$ cat src/hw/oam_pkg.sv
// oam_pkg: constants, field layouts and carriers for the partner-side oam framer
// assumes one 125 MHz clock domain and a bit-serial fiber-side oam stream
package oam_pkg;

	// ------------------------------------------------------------
	// frame layout
	// ------------------------------------------------------------
	localparam int          FRAME_BITS   = 96;
	localparam int          FRAME_BYTES  = 12;
	localparam int          PRE_BITS     = 8;
	localparam int          BODY_BITS    = 80;
	localparam int          FCS_BITS     = 8;
	localparam logic [7:0]  PREAMBLE     = 8'hAA;
	localparam logic [7:0]  FCS_POLY     = 8'h07;
	localparam logic [7:0]  FCS_INIT     = 8'h00;
	localparam logic [3:0]  VERSION      = 4'h0;
	localparam logic        DIR_UP       = 1'b0;
	localparam logic        DIR_DOWN     = 1'b1;
	localparam logic [1:0]  TYPE_REQ     = 2'b10;
	localparam logic [1:0]  TYPE_RSP     = 2'b11;
	localparam logic [1:0]  TYPE_IND     = 2'b01;
	localparam logic [7:0]  CMD_LOOP_GO  = 8'h80;
	localparam logic [7:0]  CMD_LOOP_END = 8'h00;
	localparam logic [7:0]  CMD_NOTIFY   = 8'h40;
	localparam int          FAULT_ONES   = 84;

	// status bit positions, index n is Sn
	localparam int S_PWR   = 0;
	localparam int S_OPT   = 1;
	localparam int S_LINK  = 2;
	localparam int S_FAULT = 3;
	localparam int S_WAY   = 4;
	localparam int S_LOOP  = 5;
	localparam int S_TERM  = 6;
	localparam int S_SPD1  = 7;
	localparam int S_SPD   = 8;
	localparam int S_DPX   = 9;
	localparam int S_ANEG  = 10;
	localparam int S_MULTI = 11;

	// ------------------------------------------------------------
	// register map (apb byte addresses)
	// ------------------------------------------------------------
	localparam logic [7:0] REG_CTRL   = 8'h00;
	localparam logic [7:0] REG_CMD    = 8'h04;
	localparam logic [7:0] REG_LSTAT  = 8'h08;
	localparam logic [7:0] REG_LVEND  = 8'h0C;
	localparam logic [7:0] REG_LMODEL = 8'h10;
	localparam logic [7:0] REG_PSTAT  = 8'h14;
	localparam logic [7:0] REG_PVEND  = 8'h18;
	localparam logic [7:0] REG_PMODEL = 8'h1C;
	localparam logic [7:0] REG_COUNT  = 8'h20;
	localparam logic [7:0] REG_FLAGS  = 8'h24;

	localparam int CTRL_ROLE  = 0;
	localparam int CTRL_P3    = 1;
	localparam int CTRL_SEND  = 2;
	localparam int CTRL_FAULT = 3;
	localparam int CTRL_AUTO  = 4;
	localparam int FLG_BUSY   = 0;
	localparam int FLG_RXNEW  = 1;
	localparam int FLG_FCSERR = 2;
	localparam int FLG_LOOP   = 3;

	localparam logic [4:0]  CTRL_RST  = 5'h10;
	localparam logic [15:0] LSTAT_RST = 16'h0000;
	localparam logic [23:0] LVEND_RST = 24'h000000;

	// ------------------------------------------------------------
	// carriers
	// ------------------------------------------------------------
	typedef struct packed {
		logic        dir;
		logic [1:0]  ftype;
		logic [7:0]  cmd;
		logic [15:0] stat;
		logic [23:0] vend;
		logic [23:0] model;
	} oam_fields_s;

	typedef struct packed {
		logic en;
		logic data;
	} oam_bit_s;

	typedef enum logic [1:0] {
		TX_IDLE  = 2'b00,
		TX_FRAME = 2'b01,
		TX_FAULT = 2'b10
	} tx_state_e;

	typedef enum logic [1:0] {
		RX_HUNT = 2'b00,
		RX_BODY = 2'b01,
		RX_FCS  = 2'b10
	} rx_state_e;

endpackage

$ cat src/hw/fcs_step.sv
// fcs_step: one serial step of the frame check sequence shift register
// assumes the caller registers the result; purely combinational
`timescale 1ns/10ps
module fcs_step #(
	parameter logic [7:0] POLY = 8'h07
) (
	// ------------------------------------------------------------
	// running value and next bit
	// ------------------------------------------------------------
	input  wire logic [7:0] crc,
	input  wire logic       din,
	// ------------------------------------------------------------
	// updated value
	// ------------------------------------------------------------
	output logic      [7:0] crc_out
);
	logic fb;

	always_comb begin
		fb      = crc[7] ^ din;
		crc_out = {crc[6:0], 1'b0} ^ (fb ? POLY : 8'h00);
	end
endmodule

$ cat src/hw/oam_partner.sv
// oam_partner: partner-side oam framer with apb control, facing the converter fiber port
// assumes a bit-serial link with one bit per enabled clock, straps driven to the converter
`timescale 1ns/10ps
// How it works
// - frames are exactly 96 bits
// - preamble 10101010 marks frame start
// - C1 zero upstream, one downstream
// - type 10 request, 11 response, 01 indication
// - command byte selects loop start, stop, notify
// - S0 to S3 report local faults
// - S4 says how faults are conveyed
// - S5 set while in loop mode
// - S11 flags several copper partners
// - S12 to S15 sent as zero
// - vendor and model fields identify partner
// - trailing check byte verified before accept
module oam_partner
	import oam_pkg::*;
#(
	parameter logic [7:0] POLY = oam_pkg::FCS_POLY
) (
	// ------------------------------------------------------------
	// clock and reset
	// ------------------------------------------------------------
	input  wire logic             clk,
	input  wire logic             nrst,
	// ------------------------------------------------------------
	// apb slave
	// ------------------------------------------------------------
	input  wire logic             psel,
	input  wire logic             penable,
	input  wire logic             pwrite,
	input  wire logic [7:0]       paddr,
	input  wire logic [31:0]      pwdata,
	output logic      [31:0]      prdata,
	output logic                  pready,
	output logic                  pslverr,
	// ------------------------------------------------------------
	// fiber-side oam bit stream
	// ------------------------------------------------------------
	output oam_pkg::oam_bit_s     link_tx,
	input  oam_pkg::oam_bit_s     link_rx,
	// ------------------------------------------------------------
	// converter straps and loop state
	// ------------------------------------------------------------
	output logic                  converter_port3_select,
	output logic                  converter_role_select,
	output logic                  loop_mode
);
	// ------------------------------------------------------------
	// register group
	// ------------------------------------------------------------
	logic [4:0]  ctrl, next_ctrl;
	logic [9:0]  cmd, next_cmd;
	logic [15:0] lstat, next_lstat;
	logic [23:0] lvend, next_lvend, lmodel, next_lmodel;
	oam_fields_s part, next_part;
	logic [15:0] tx_cnt, next_tx_cnt, rx_cnt, next_rx_cnt;
	logic        rx_new, next_rx_new, fcs_err, next_fcs_err;
	logic        loop, next_loop;
	logic [15:0] prev_stat, next_prev_stat;
	logic [15:0] eff_stat;
	logic        wr, sw_send, notify;
	// rx to tx events
	logic        rx_ok, rx_bad;
	oam_fields_s rx_f;
	logic        tx_done, busy;
	logic [31:0] next_prdata;

	logic term;
	assign term = ctrl[CTRL_ROLE];
	assign wr   = psel & penable & pwrite;

	// outgoing status with the role-forced bits applied
	always_comb begin
		eff_stat         = lstat;
		eff_stat[S_LOOP] = loop;
		eff_stat[S_TERM] = term;
		eff_stat[S_SPD1] = 1'b0;
		if (!term || lstat[S_LINK]) begin
			eff_stat[S_SPD] = 1'b0;
			eff_stat[S_DPX] = 1'b0;
		end
		if (!term)
			eff_stat[S_ANEG] = 1'b0;
		eff_stat[15:12] = 4'h0;
	end

	always_comb begin
		next_ctrl      = ctrl;
		next_cmd       = cmd;
		next_lstat     = lstat;
		next_lvend     = lvend;
		next_lmodel    = lmodel;
		next_part      = part;
		next_tx_cnt    = tx_cnt;
		next_rx_cnt    = rx_cnt;
		next_rx_new    = rx_new;
		next_fcs_err   = fcs_err;
		next_loop      = loop;
		next_prev_stat = eff_stat;
		sw_send        = 1'b0;
		if (wr) begin
			case (paddr)
				REG_CTRL: begin
					next_ctrl = pwdata[4:0] & ~(5'h01 << CTRL_SEND);
					sw_send   = pwdata[CTRL_SEND];
				end
				REG_CMD:    next_cmd    = pwdata[9:0];
				REG_LSTAT:  next_lstat  = pwdata[15:0];
				REG_LVEND:  next_lvend  = pwdata[23:0];
				REG_LMODEL: next_lmodel = pwdata[23:0];
				REG_FLAGS: begin
					next_rx_new  = rx_new & ~pwdata[FLG_RXNEW];
					next_fcs_err = fcs_err & ~pwdata[FLG_FCSERR];
				end
				default: ;
			endcase
		end
		// hardware sets win over software clears
		if (rx_ok) begin
			next_part   = rx_f;
			next_rx_cnt = rx_cnt + 16'h0001;
			next_rx_new = 1'b1;
			// only a center request can move the terminal loop state
			if (term && rx_f.ftype == TYPE_REQ) begin
				if (rx_f.cmd == CMD_LOOP_GO)
					next_loop = 1'b1;
				else if (rx_f.cmd == CMD_LOOP_END)
					next_loop = 1'b0;
			end
		end
		if (rx_bad)
			next_fcs_err = 1'b1;
		// a role change to center drops the loop in the same edge
		if (!next_ctrl[CTRL_ROLE])
			next_loop = 1'b0;
		if (tx_done)
			next_tx_cnt = tx_cnt + 16'h0001;
	end

	assign notify = ctrl[CTRL_AUTO] && (eff_stat != prev_stat);

	always_ff @(posedge clk or negedge nrst) begin
		if (!nrst) begin
			ctrl      <= CTRL_RST;
			cmd       <= {TYPE_REQ, CMD_NOTIFY};
			lstat     <= LSTAT_RST;
			lvend     <= LVEND_RST;
			lmodel    <= LVEND_RST;
			part      <= '0;
			tx_cnt    <= 16'h0000;
			rx_cnt    <= 16'h0000;
			rx_new    <= 1'b0;
			fcs_err   <= 1'b0;
			loop      <= 1'b0;
			prev_stat <= LSTAT_RST;
			prdata    <= 32'h00000000;
		end else begin
			ctrl      <= next_ctrl;
			cmd       <= next_cmd;
			lstat     <= next_lstat;
			lvend     <= next_lvend;
			lmodel    <= next_lmodel;
			part      <= next_part;
			tx_cnt    <= next_tx_cnt;
			rx_cnt    <= next_rx_cnt;
			rx_new    <= next_rx_new;
			fcs_err   <= next_fcs_err;
			loop      <= next_loop;
			prev_stat <= next_prev_stat;
			prdata    <= next_prdata;
		end
	end

	// role and port three straps for the converter
	assign converter_role_select  = ctrl[CTRL_ROLE];
	assign converter_port3_select = ctrl[CTRL_P3] | ~ctrl[CTRL_ROLE];
	assign loop_mode              = loop;

	// ------------------------------------------------------------
	// apb read side
	// ------------------------------------------------------------
	// read data is registered in the setup cycle and stands through the access phase
	assign pready = 1'b1;
	always_comb begin
		next_prdata = 32'h00000000;
		pslverr     = 1'b0;
		case (paddr)
			REG_CTRL:   next_prdata = {27'h0, ctrl};
			REG_CMD:    next_prdata = {22'h0, cmd};
			REG_LSTAT:  next_prdata = {16'h0, eff_stat};
			REG_LVEND:  next_prdata = {8'h0, lvend};
			REG_LMODEL: next_prdata = {8'h0, lmodel};
			REG_PSTAT:  next_prdata = {5'h0, part.dir, part.ftype, part.cmd, part.stat};
			REG_PVEND:  next_prdata = {8'h0, part.vend};
			REG_PMODEL: next_prdata = {8'h0, part.model};
			REG_COUNT:  next_prdata = {rx_cnt, tx_cnt};
			REG_FLAGS:  next_prdata = {28'h0, loop, fcs_err, rx_new, busy};
			default:    pslverr = psel & penable;
		endcase
	end

	// ------------------------------------------------------------
	// transmit group
	// ------------------------------------------------------------
	tx_state_e   tx_st, next_tx_st;
	logic [87:0] tx_sh, next_tx_sh;
	logic [6:0]  tx_pos, next_tx_pos;
	logic [7:0]  tx_crc, next_tx_crc, tx_crc_step;
	logic        pend_rsp, next_pend_rsp, pend_sw, next_pend_sw;
	logic        pend_ntf, next_pend_ntf;
	logic [7:0]  rsp_cmd, next_rsp_cmd;
	logic [6:0]  flt_cnt, next_flt_cnt;
	oam_bit_s    next_link_tx;
	logic        tx_dir;
	logic [1:0]  tx_type;
	logic [7:0]  tx_cmd;
	logic [15:0] eff_stat_rev;

	fcs_step #(.POLY(POLY)) u_tx_fcs (
		.crc     (tx_crc),
		.din     (tx_sh[87]),
		.crc_out (tx_crc_step)
	);

	assign tx_dir = term ? DIR_UP : DIR_DOWN;
	assign eff_stat_rev = {<<{eff_stat}};
	assign busy   = (tx_st == TX_FRAME);

	always_comb begin
		next_tx_st    = tx_st;
		next_tx_sh    = tx_sh;
		next_tx_pos   = tx_pos;
		next_tx_crc   = tx_crc;
		next_pend_rsp = pend_rsp | (rx_ok && term && rx_f.ftype == TYPE_REQ);
		next_pend_sw  = pend_sw | (sw_send && !term);
		next_pend_ntf = pend_ntf | notify;
		next_rsp_cmd  = (rx_ok && term) ? rx_f.cmd : rsp_cmd;
		next_flt_cnt  = flt_cnt;
		next_link_tx  = '{en: 1'b0, data: 1'b0};
		tx_done       = 1'b0;
		// answers first, then software requests, then notifications
		tx_type = TYPE_IND;
		tx_cmd  = CMD_NOTIFY;
		if (pend_rsp) begin
			tx_type = TYPE_RSP;
			tx_cmd  = rsp_cmd;
		end else if (pend_sw) begin
			tx_type = cmd[9:8];
			tx_cmd  = cmd[7:0];
		end
		case (tx_st)
			TX_IDLE, TX_FAULT: begin
				if (pend_rsp || pend_sw || pend_ntf) begin
					// the frame leaves msb first: preamble, C0 .. C15, S0 .. S15, M0 .. M47
					next_tx_sh = {PREAMBLE, 1'b0, tx_dir, tx_type, VERSION, tx_cmd,
						eff_stat_rev, lvend, lmodel};
					next_tx_pos   = 7'd0;
					next_tx_crc   = FCS_INIT;
					next_tx_st    = TX_FRAME;
					next_pend_rsp = 1'b0;
					next_pend_sw  = pend_rsp ? next_pend_sw : 1'b0;
					next_pend_ntf = notify;
				end else if (ctrl[CTRL_FAULT]) begin
					next_tx_st   = TX_FAULT;
					next_link_tx = '{en: 1'b1, data: (flt_cnt != 7'(FAULT_ONES))};
					next_flt_cnt = (flt_cnt == 7'(FAULT_ONES)) ? 7'd0 : flt_cnt + 7'd1;
				end else begin
					next_tx_st   = TX_IDLE;
					next_flt_cnt = 7'd0;
					// terminal loop turns the received stream straight back
					if (loop)
						next_link_tx = link_rx;
				end
			end
			TX_FRAME: begin
				next_tx_pos = tx_pos + 7'd1;
				if (tx_pos < 7'(PRE_BITS + BODY_BITS)) begin
					next_link_tx = '{en: 1'b1, data: tx_sh[87]};
					next_tx_sh   = {tx_sh[86:0], 1'b0};
					if (tx_pos >= 7'(PRE_BITS))
						next_tx_crc = tx_crc_step;
				end else begin
					next_link_tx = '{en: 1'b1, data: tx_crc[7]};
					next_tx_crc  = {tx_crc[6:0], 1'b0};
				end
				if (tx_pos == 7'(FRAME_BITS - 1)) begin
					next_tx_st = TX_IDLE;
					tx_done    = 1'b1;
				end
			end
			default: next_tx_st = TX_IDLE;
		endcase
	end

	always_ff @(posedge clk or negedge nrst) begin
		if (!nrst) begin
			tx_st    <= TX_IDLE;
			tx_sh    <= '0;
			tx_pos   <= 7'd0;
			tx_crc   <= FCS_INIT;
			pend_rsp <= 1'b0;
			pend_sw  <= 1'b0;
			pend_ntf <= 1'b0;
			rsp_cmd  <= CMD_NOTIFY;
			flt_cnt  <= 7'd0;
			link_tx  <= '{en: 1'b0, data: 1'b0};
		end else begin
			tx_st    <= next_tx_st;
			tx_sh    <= next_tx_sh;
			tx_pos   <= next_tx_pos;
			tx_crc   <= next_tx_crc;
			pend_rsp <= next_pend_rsp;
			pend_sw  <= next_pend_sw;
			pend_ntf <= next_pend_ntf;
			rsp_cmd  <= next_rsp_cmd;
			flt_cnt  <= next_flt_cnt;
			link_tx  <= next_link_tx;
		end
	end

	// ------------------------------------------------------------
	// receive group
	// ------------------------------------------------------------
	rx_state_e   rx_st, next_rx_st;
	logic [7:0]  rx_hist, next_rx_hist;
	logic [79:0] rx_sh, next_rx_sh;
	logic [6:0]  rx_pos, next_rx_pos;
	logic [7:0]  rx_crc, next_rx_crc, rx_crc_step;
	logic [7:0]  rx_fcs, next_rx_fcs;
	logic [15:0] rx_stat_raw, rx_stat_rev;

	fcs_step #(.POLY(POLY)) u_rx_fcs (
		.crc     (rx_crc),
		.din     (link_rx.data),
		.crc_out (rx_crc_step)
	);

	assign rx_stat_raw = rx_sh[63:48];
	assign rx_stat_rev = {<<{rx_stat_raw}};
	assign rx_f = '{dir: rx_sh[78], ftype: rx_sh[77:76], cmd: rx_sh[71:64],
		stat: rx_stat_rev, vend: rx_sh[47:24], model: rx_sh[23:0]};

	always_comb begin
		next_rx_st   = rx_st;
		next_rx_hist = rx_hist;
		next_rx_sh   = rx_sh;
		next_rx_pos  = rx_pos;
		next_rx_crc  = rx_crc;
		next_rx_fcs  = rx_fcs;
		rx_ok        = 1'b0;
		rx_bad       = 1'b0;
		if (link_rx.en) begin
			case (rx_st)
				RX_HUNT: begin
					next_rx_hist = {rx_hist[6:0], link_rx.data};
					if ({rx_hist[6:0], link_rx.data} == PREAMBLE) begin
						next_rx_st  = RX_BODY;
						next_rx_pos = 7'd0;
						next_rx_crc = FCS_INIT;
					end
				end
				RX_BODY: begin
					next_rx_sh  = {rx_sh[78:0], link_rx.data};
					next_rx_crc = rx_crc_step;
					next_rx_pos = rx_pos + 7'd1;
					if (rx_pos == 7'(BODY_BITS - 1)) begin
						next_rx_st  = RX_FCS;
						next_rx_pos = 7'd0;
					end
				end
				RX_FCS: begin
					next_rx_fcs = {rx_fcs[6:0], link_rx.data};
					next_rx_pos = rx_pos + 7'd1;
					if (rx_pos == 7'(FCS_BITS - 1)) begin
						next_rx_st   = RX_HUNT;
						next_rx_hist = 8'h00;
						// a frame from the same role as ours is not from the partner
						if ({rx_fcs[6:0], link_rx.data} == rx_crc
							&& rx_sh[75:72] == VERSION && rx_sh[79] == 1'b0
							&& rx_sh[78] != tx_dir && rx_sh[77:76] != 2'b00)
							rx_ok = 1'b1;
						else
							rx_bad = 1'b1;
					end
				end
				default: next_rx_st = RX_HUNT;
			endcase
		end
	end

	always_ff @(posedge clk or negedge nrst) begin
		if (!nrst) begin
			rx_st   <= RX_HUNT;
			rx_hist <= 8'h00;
			rx_sh   <= '0;
			rx_pos  <= 7'd0;
			rx_crc  <= FCS_INIT;
			rx_fcs  <= 8'h00;
		end else begin
			rx_st   <= next_rx_st;
			rx_hist <= next_rx_hist;
			rx_sh   <= next_rx_sh;
			rx_pos  <= next_rx_pos;
			rx_crc  <= next_rx_crc;
			rx_fcs  <= next_rx_fcs;
		end
	end
endmodule

$ cat config.mk
export PLATFORM = sky130hd
export DESIGN_NAME = oam_partner
export DESIGN_NICKNAME = d
export VERILOG_FILES = /design/src/hw/oam_pkg.sv /design/src/hw/fcs_step.sv /design/src/hw/oam_partner.sv
export SDC_FILE = /design/constraint.sdc
export NUM_CORES = 1
export LEC_CHECK = 0
export BUFFER_PORTS_ARGS = -buffer_cell sky130_fd_sc_hd__buf_4
export CAP_MARGIN = 10
export CORE_MARGIN = 2
export CORE_UTILIZATION = 50
export CTS_CLUSTER_DIAMETER = 50
export DETAILED_ROUTE_END_ITERATION = 7
export PLACE_DENSITY_LB_ADDON = 0.1
export SYNTH_ARGS = -nofsm -noshare
export SYNTH_HDL_FRONTEND = slang
export SYNTH_SLANG_ARGS = --single-unit
$ cat constraint.sdc
create_clock -name clk -period 3.37 [get_ports clk]
set_clock_uncertainty 0.15 [all_clocks]
set_input_delay 0 -clock clk [delete_from_list [all_inputs] [get_ports clk]]
set_output_delay 0 -clock clk [all_outputs]
set_load 0.005 [all_outputs]
Yosys cells after proc, flatten, opt, wreduce, memory -nomap -nowiden
Cells that the tools add are included.
{"block": "totals", "elab_cells": 215, "output_inout_bits": 39, "inputBits": 47, "ff_bits": 463}
{"block": "op_classes", "n_eq_ne": 34, "add_sub_neg": 5, "muxes": 74, "order_cmp": 2, "n_reduce_logical": 47, "n_bitwise": 17}
{"op": "$pmux W32 S10", "count": 1}
{"op": "$mux W88", "count": 2}
{"op": "$pmux W88 S2", "count": 1}
{"op": "$mux W8", "count": 6}
{"op": "$mux W7", "count": 6}
{"op": "$mux W1", "count": 36}
{"op": "$add A16 B1 Y16 const B", "count": 2}
{"op": "$eq A8 B5 Y1 const B", "count": 4}
{"op": "$pmux W8 S2", "count": 2}
{"op": "$pmux W7 S2", "count": 2}
{"op": "$mux W2", "count": 12}
{"op": "$reduce_and A2 Y1", "count": 11}
{"op": "$add A7 B1 Y7 const B", "count": 3}
{"op": "$eq A7 B7 Y1 const B", "count": 3}
{"op": "$pmux W7 S3", "count": 1}
{"op": "$reduce_and A3 Y1", "count": 6}
{"op": "$eq A8 B4 Y1 const B", "count": 2}
{"op": "$eq A8 B6 Y1 const B", "count": 2}
{"op": "$eq A8 B8 Y1 const B", "count": 2}
{"op": "$logic_not A8 Y1", "count": 2}
{"op": "$reduce_bool A2 Y1", "count": 8}
{"op": "$xor A8 B8 Y8", "count": 2}
{"op": "$ne A11 B11 Y1", "count": 1}
{"op": "$reduce_or A10 Y1", "count": 1}
{"op": "other kinds (28)", "count": 61}

Logic depth before layout (Yosys ltp)
{"block": "logic_depth", "depth_word": 14, "mapped_depth": 9, "ltp_nobuf": 7}

Modules after synthesis
A second synthesis with hierarchy kept.
{"block": "hier_totals", "cells_unflattened": 1852, "hier_area_um2": 20235.7}
{"mod": "oam_partner", "n_inst": 1, "cells_each": 1834, "seq_area_each_um2": 11516.0, "area_each_um2": 20033.0}
{"mod": "fcs_step", "n_inst": 2, "cells_each": 9, "seq_area_each_um2": 0.0, "area_each_um2": 101.3}

Worst setup path after synthesis
No wires, ideal clock.
{"block": "synth_timing", "path_kind": "register to register", "startpoint": "reg rx_st[0]", "endpoint": "reg rx_cnt[14]", "setup_time_ps": 123, "synth_period_minus_slack_ps": 2502, "slack_ps": 868, "n_path_buf": 1, "path_stages_with_launch": 8, "required_ps": 3097, "arrival_ps": 2229, "path_cell_list": "dfrtp_1 > inv_1 > ha_1 > clkbuf_1 > nand4_2 > or4b_1 > or4_4 > xnor2_2"}
{"block": "synth_between", "elab_chain_len": 3}
{"element": "start, declared", "line_no": "oam_partner.sv:326", "text": "rx_state_e rx_st, next_rx_st;"}
{"element": "start signal, assigned", "line_no": "oam_partner.sv:402", "text": "rx_st <= next_rx_st;"}
{"element": "$eq A2 B2 Y1", "line_no": "oam_partner.sv:355", "text": "case (rx_st)"}
{"element": "$mux W1", "line_no": "oam_partner.sv:355"}
{"element": "$mux W1", "line_no": "oam_partner.sv:354", "text": "if (link_rx.en) begin"}
{"element": "end signal, assigned", "line_no": "oam_partner.sv:167", "text": "rx_cnt <= next_rx_cnt;"}
{"element": "end, declared", "line_no": "oam_partner.sv:58", "text": "logic [15:0] tx_cnt, next_tx_cnt, rx_cnt, next_rx_cnt;"}
No other way between the ends.
A chain may end at the register's enable or synchronous reset.

Final worst setup path
{"block": "layout_timing", "startpoint": "in paddr[4]", "endpoint": "reg fcs_err"}
{"block": "layout_between", "elab_chain_len": 3}
{"element": "start, declared", "line_no": "oam_partner.sv:33", "text": "input wire logic [7:0] paddr,"}
{"element": "$eq A8 B6 Y1", "line_no": "oam_partner.sv:104", "text": "case (paddr)"}
{"element": "$reduce_bool A2 Y1 (no source line)"}
{"element": "$reduce_and A2 Y1 (no source line)"}
{"element": "end signal, assigned", "line_no": "oam_partner.sv:169", "text": "fcs_err <= next_fcs_err;"}
{"element": "end, declared", "line_no": "oam_partner.sv:59", "text": "logic rx_new, next_rx_new, fcs_err, next_fcs_err;"}
No other way between the ends.

==> impl_metrics.env <==
export IMPL_antenna_left=0
export IMPL_die_area_mm2=0.0412
export IMPL_post_route_drc_count=0
export IMPL_swShare_pct=27.8
export IMPL_worstSetupEndpointType="register"
export IMPL_met2_length_mm=21.8
export IMPL_coreArea_mm2=0.0388
export IMPL_clk_insertion_delay_late_ns=0.59
export IMPL_maxCapViolCount=0
export IMPL_drive_above_1_share_pct=20.0
export IMPL_r2r_setup_slack_ns=0.33
export IMPL_hold_depth=3
export IMPL_min_from="pwdata[18]"
export IMPL_io_pins=86
export IMPL_synth_area_mm2=0.0198
export IMPL_grtUsageTotal_pct=25.0
export IMPL_yosysSeqAreaShare_pct=58.2
export IMPL_synthArstFlopShare_pct=100
export IMPL_overflow=0
export IMPL_syn_to_final_growth_pct=18.1
export IMPL_timing_rr_end="part[62]$_DFFE_PN0P_"
export IMPL_layout_common_cells="456 x dfrtp_1, 455 x nand2_1, 166 x mux2_2, 112 x nor2_1, 106 x buf_4"
export IMPL_power_report_internal_total_uw=11000
export IMPL_drt_first_pass_iters=6
export IMPL_ys_ff_latch=460
export IMPL_clockBufferDepth=3
export IMPL_cp_start_kind="primary input"
export IMPL_clock_power_share_pct=38.8
export IMPL_cts_root_buffer="clkbuf_16"
export IMPL_crit_fanout=32
export IMPL_grt_pass1_vias=13900
export IMPL_clk_pin_slew_worst_paths_ns=0.06
export IMPL_switching_power_uw=4220
export IMPL_drt_iter0_drc=1044
export IMPL_drt_wirelength_per_cell_um=19.9
export IMPL_finalSetupTns_ns=0
export IMPL_hp_class="in2reg"
export IMPL_wirelength_met1_mm=23.9
export IMPL_critical_path_class="in2reg"
export IMPL_synthCells=1846
export IMPL_dp_hpwl_mm=33.6
export IMPL_yosysWarnings=0
export IMPL_min_period_ns=3.26
export IMPL_pwr_share_seq_pct=44.6
export IMPL_top_layer_used="met4"
export IMPL_finalCritPeriodShare_pct=96.7
export IMPL_worst_pin_slew_ns=0.924
export IMPL_syn_nets=1903
export IMPL_gp_congestion=0.908
export IMPL_met3_length_mm=3.06
export IMPL_rows=72
export IMPL_vdd_ir_drop_worst_mv=0.367
export IMPL_cts_tree="done"
export IMPL_worstReg2RegStart="rx_pos[0]$_DFFE_PN0P_"
export IMPL_grt_first_pass_wirelength_mm=79.9
export IMPL_arrival_ns=3.58
export IMPL_setup_viol=0
export IMPL_die_w_um=203
export IMPL_clkSinkCount=460
export IMPL_max_freq_mhz=307
export IMPL_synth_edff_count=0
export IMPL_antenna_found_initial=2
export IMPL_die_h_um=203
export IMPL_nNetsFinal=2007
export IMPL_diodes=0
export IMPL_drv_slew=0
export IMPL_synth_distinct_cells=68
export IMPL_rsz0062_at_grt="no"
export IMPL_final_cells=2509
export IMPL_grt_max_degree=103
export IMPL_outcome="finished, final reports clean"
export IMPL_wl_mm=50.0
export IMPL_hold_end="lvend[18]$_DFFE_PN0P_"
export IMPL_combPwrFrac_pct=16.6
export IMPL_reg2reg_depth=8
export IMPL_placed_cells=2367
export IMPL_synth_avg_cell_area_um2=10.7
export IMPL_hold_slack_ns=0.0529
export IMPL_cts_htree_levels=2
export IMPL_p_leak_uw=0.0112
export IMPL_total_power_uw=15200
export IMPL_relSlewSlack_pct=37.6
export IMPL_viasPerCell=5.66
export IMPL_worstPathRequired_ns=3.69
export IMPL_post_cts_buffers=0
export IMPL_vias=14200
export IMPL_synth_ff_type="dfrtp_1"
export IMPL_final_hold_viol_count=0
export IMPL_initial_core_util_pct=51.0
export IMPL_numPortBuffers=76
export IMPL_nFillCells=3265
export IMPL_cts_made_buffers=52
export IMPL_power_density_mw_per_mm2=651
export IMPL_final_common_cell="dfrtp_1"
-- logic make-up (layout without fill, tap and decap cells) --
logic type               after synthesis  after routing  share of synthesized area, %
AO/OA/AOI/OAI                        291            291                          9.80
XOR/XNOR                              60             60                          2.69
adder cells (fa/ha/maj)               10             10                         0.632
buffers and inverters                133            278                          2.56
flip-flops                           460            460                          58.2
multiplexers                         187            187                          10.9
other                                  1              1                        0.0190
AND/OR/NAND/NOR                      704            704                          15.2
-- worst max-delay path by stage --
stage | slack, ns | depth (start not counted) | start | endpoint
after global routing | 0.05 | 9 | paddr[4] | fcs_err$_DFFE_PN0P_
after CTS | 0.13 | 9 | paddr[4] | fcs_err$_DFFE_PN0P_
after global placement | 0.39 | 8 | rx_pos[0]$_DFFE_PN0P_ | part[59]$_DFFE_PN0P_
after floorplan | 0.87 | 7 | rx_st[0]$_DFFE_PN0P_ | rx_cnt[14]$_DFFE_PN0P_
after detailed placement | 0.33 | 8 | rx_pos[0]$_DFFE_PN0P_ | part[21]$_DFFE_PN0P_
final | 0.11 | 9 | paddr[4] | fcs_err$_DFFE_PN0P_
-- power groups by stage --
| stage | logic (µW) | registers [µW] | clock network (µW) |
|---|---|---|---|
| global route | 2850 | 6870 | 6250 |
| CTS | 2550 | 6770 | 6010 |
| floorplan | 1820 | 6710 | 0 |
| detailed placement | 2490 | 6850 | 0 |
| global placement | 2430 | 6830 | 0 |
| finish | 2530 | 6770 | 5890 |
-- sequential cells by signal, summed over array words and instances, names as in the netlist, 8 cells and up --
| name | flops |
|---|---|
| cmd | 10 |
| lmodel | 24 |
| lstat | 9 |
| lvend | 24 |
| part | 75 |
| prdata | 32 |
| prev_stat | 11 |
| rsp_cmd | 8 |
| rx_cnt | 16 |
| rx_crc | 8 |
| rx_sh | 80 |
| tx_cnt | 16 |
| tx_crc | 8 |
| tx_sh | 88 |
-- critical path, stage by stage --
cell and delay, ns:
dlygate4sd3_1 0.54, buf_4 0.26, nor4b_4 0.45, dlygate4sd3_1 0.65, buf_6 0.26, nand4_1 0.12, dlygate4sd3_1 0.57, a21o_1 0.17
dlygate4sd3_1 0.55
-- synthesized netlist by cell type, types with 9 or more instances --
cell type | n | area share [%]
o21ai_0 | 76 | 1.9
and3_1 | 20 | 0.63
mux2_2 | 166 | 9.4
ha_1 | 10 | 0.63
nor2_1 | 113 | 2.1
xor2_1 | 17 | 0.75
a22o_1 | 28 | 1.2
clkbuf_1 | 102 | 1.9
nand2_1 | 456 | 8.7
buf_1 | 9 | 0.17
a22oi_1 | 34 | 1.3
a31oi_1 | 73 | 2.3
nand3_1 | 34 | 0.86
xnor2_1 | 42 | 1.9
nand4_1 | 16 | 0.51
a21oi_1 | 18 | 0.46
nand2b_1 | 9 | 0.28
o221ai_1 | 14 | 0.62
dfrtp_1 | 456 | 58
mux2i_1 | 15 | 0.76
inv_1 | 18 | 0.34
nor3_1 | 15 | 0.38
-- layer usage --
| metal | GRT usage, % | vias up |
|---|---|---|
| met5 | 0 | - |
| met4 | 7.33 | 0 |
| met3 | 4.62 | 87 |
| met2 | 36.7 | 387 |
| met1 | 38.0 | 7114 |
| li1 | - | 6618 |
-- what timing repair did --
item,CTS,global route
gates resized for setup,0,1
hold buffers,47,0
endpoints found under the hold margin,510,0
setup endpoints to repair,0,1
-- per-stage QoR --
stage	utilization, %	setup slack [ns]	cell area [µm²]
finish	60.2	0.112	23400
global route	60.2	0.0505	23400
CTS	60.2	0.133	23400
detailed placement	54.3	0.334	21100
global placement	54.3	0.389	21100
floorplan	-	0.868	19800
-- area by class of cell --
cell class,count,area [µm²],share of cell area (%)
well taps,518,648,2.77
flip-flops and latches,460,11500,49.3
repair buffers,165,1490,6.39
multi-input cells,1253,7840,33.6
inverters,18,67.6,0.289
clock buffers,75,1500,6.42
clock inverters,20,295,1.26
Note: power is estimated with default switching activity, not from simulation.
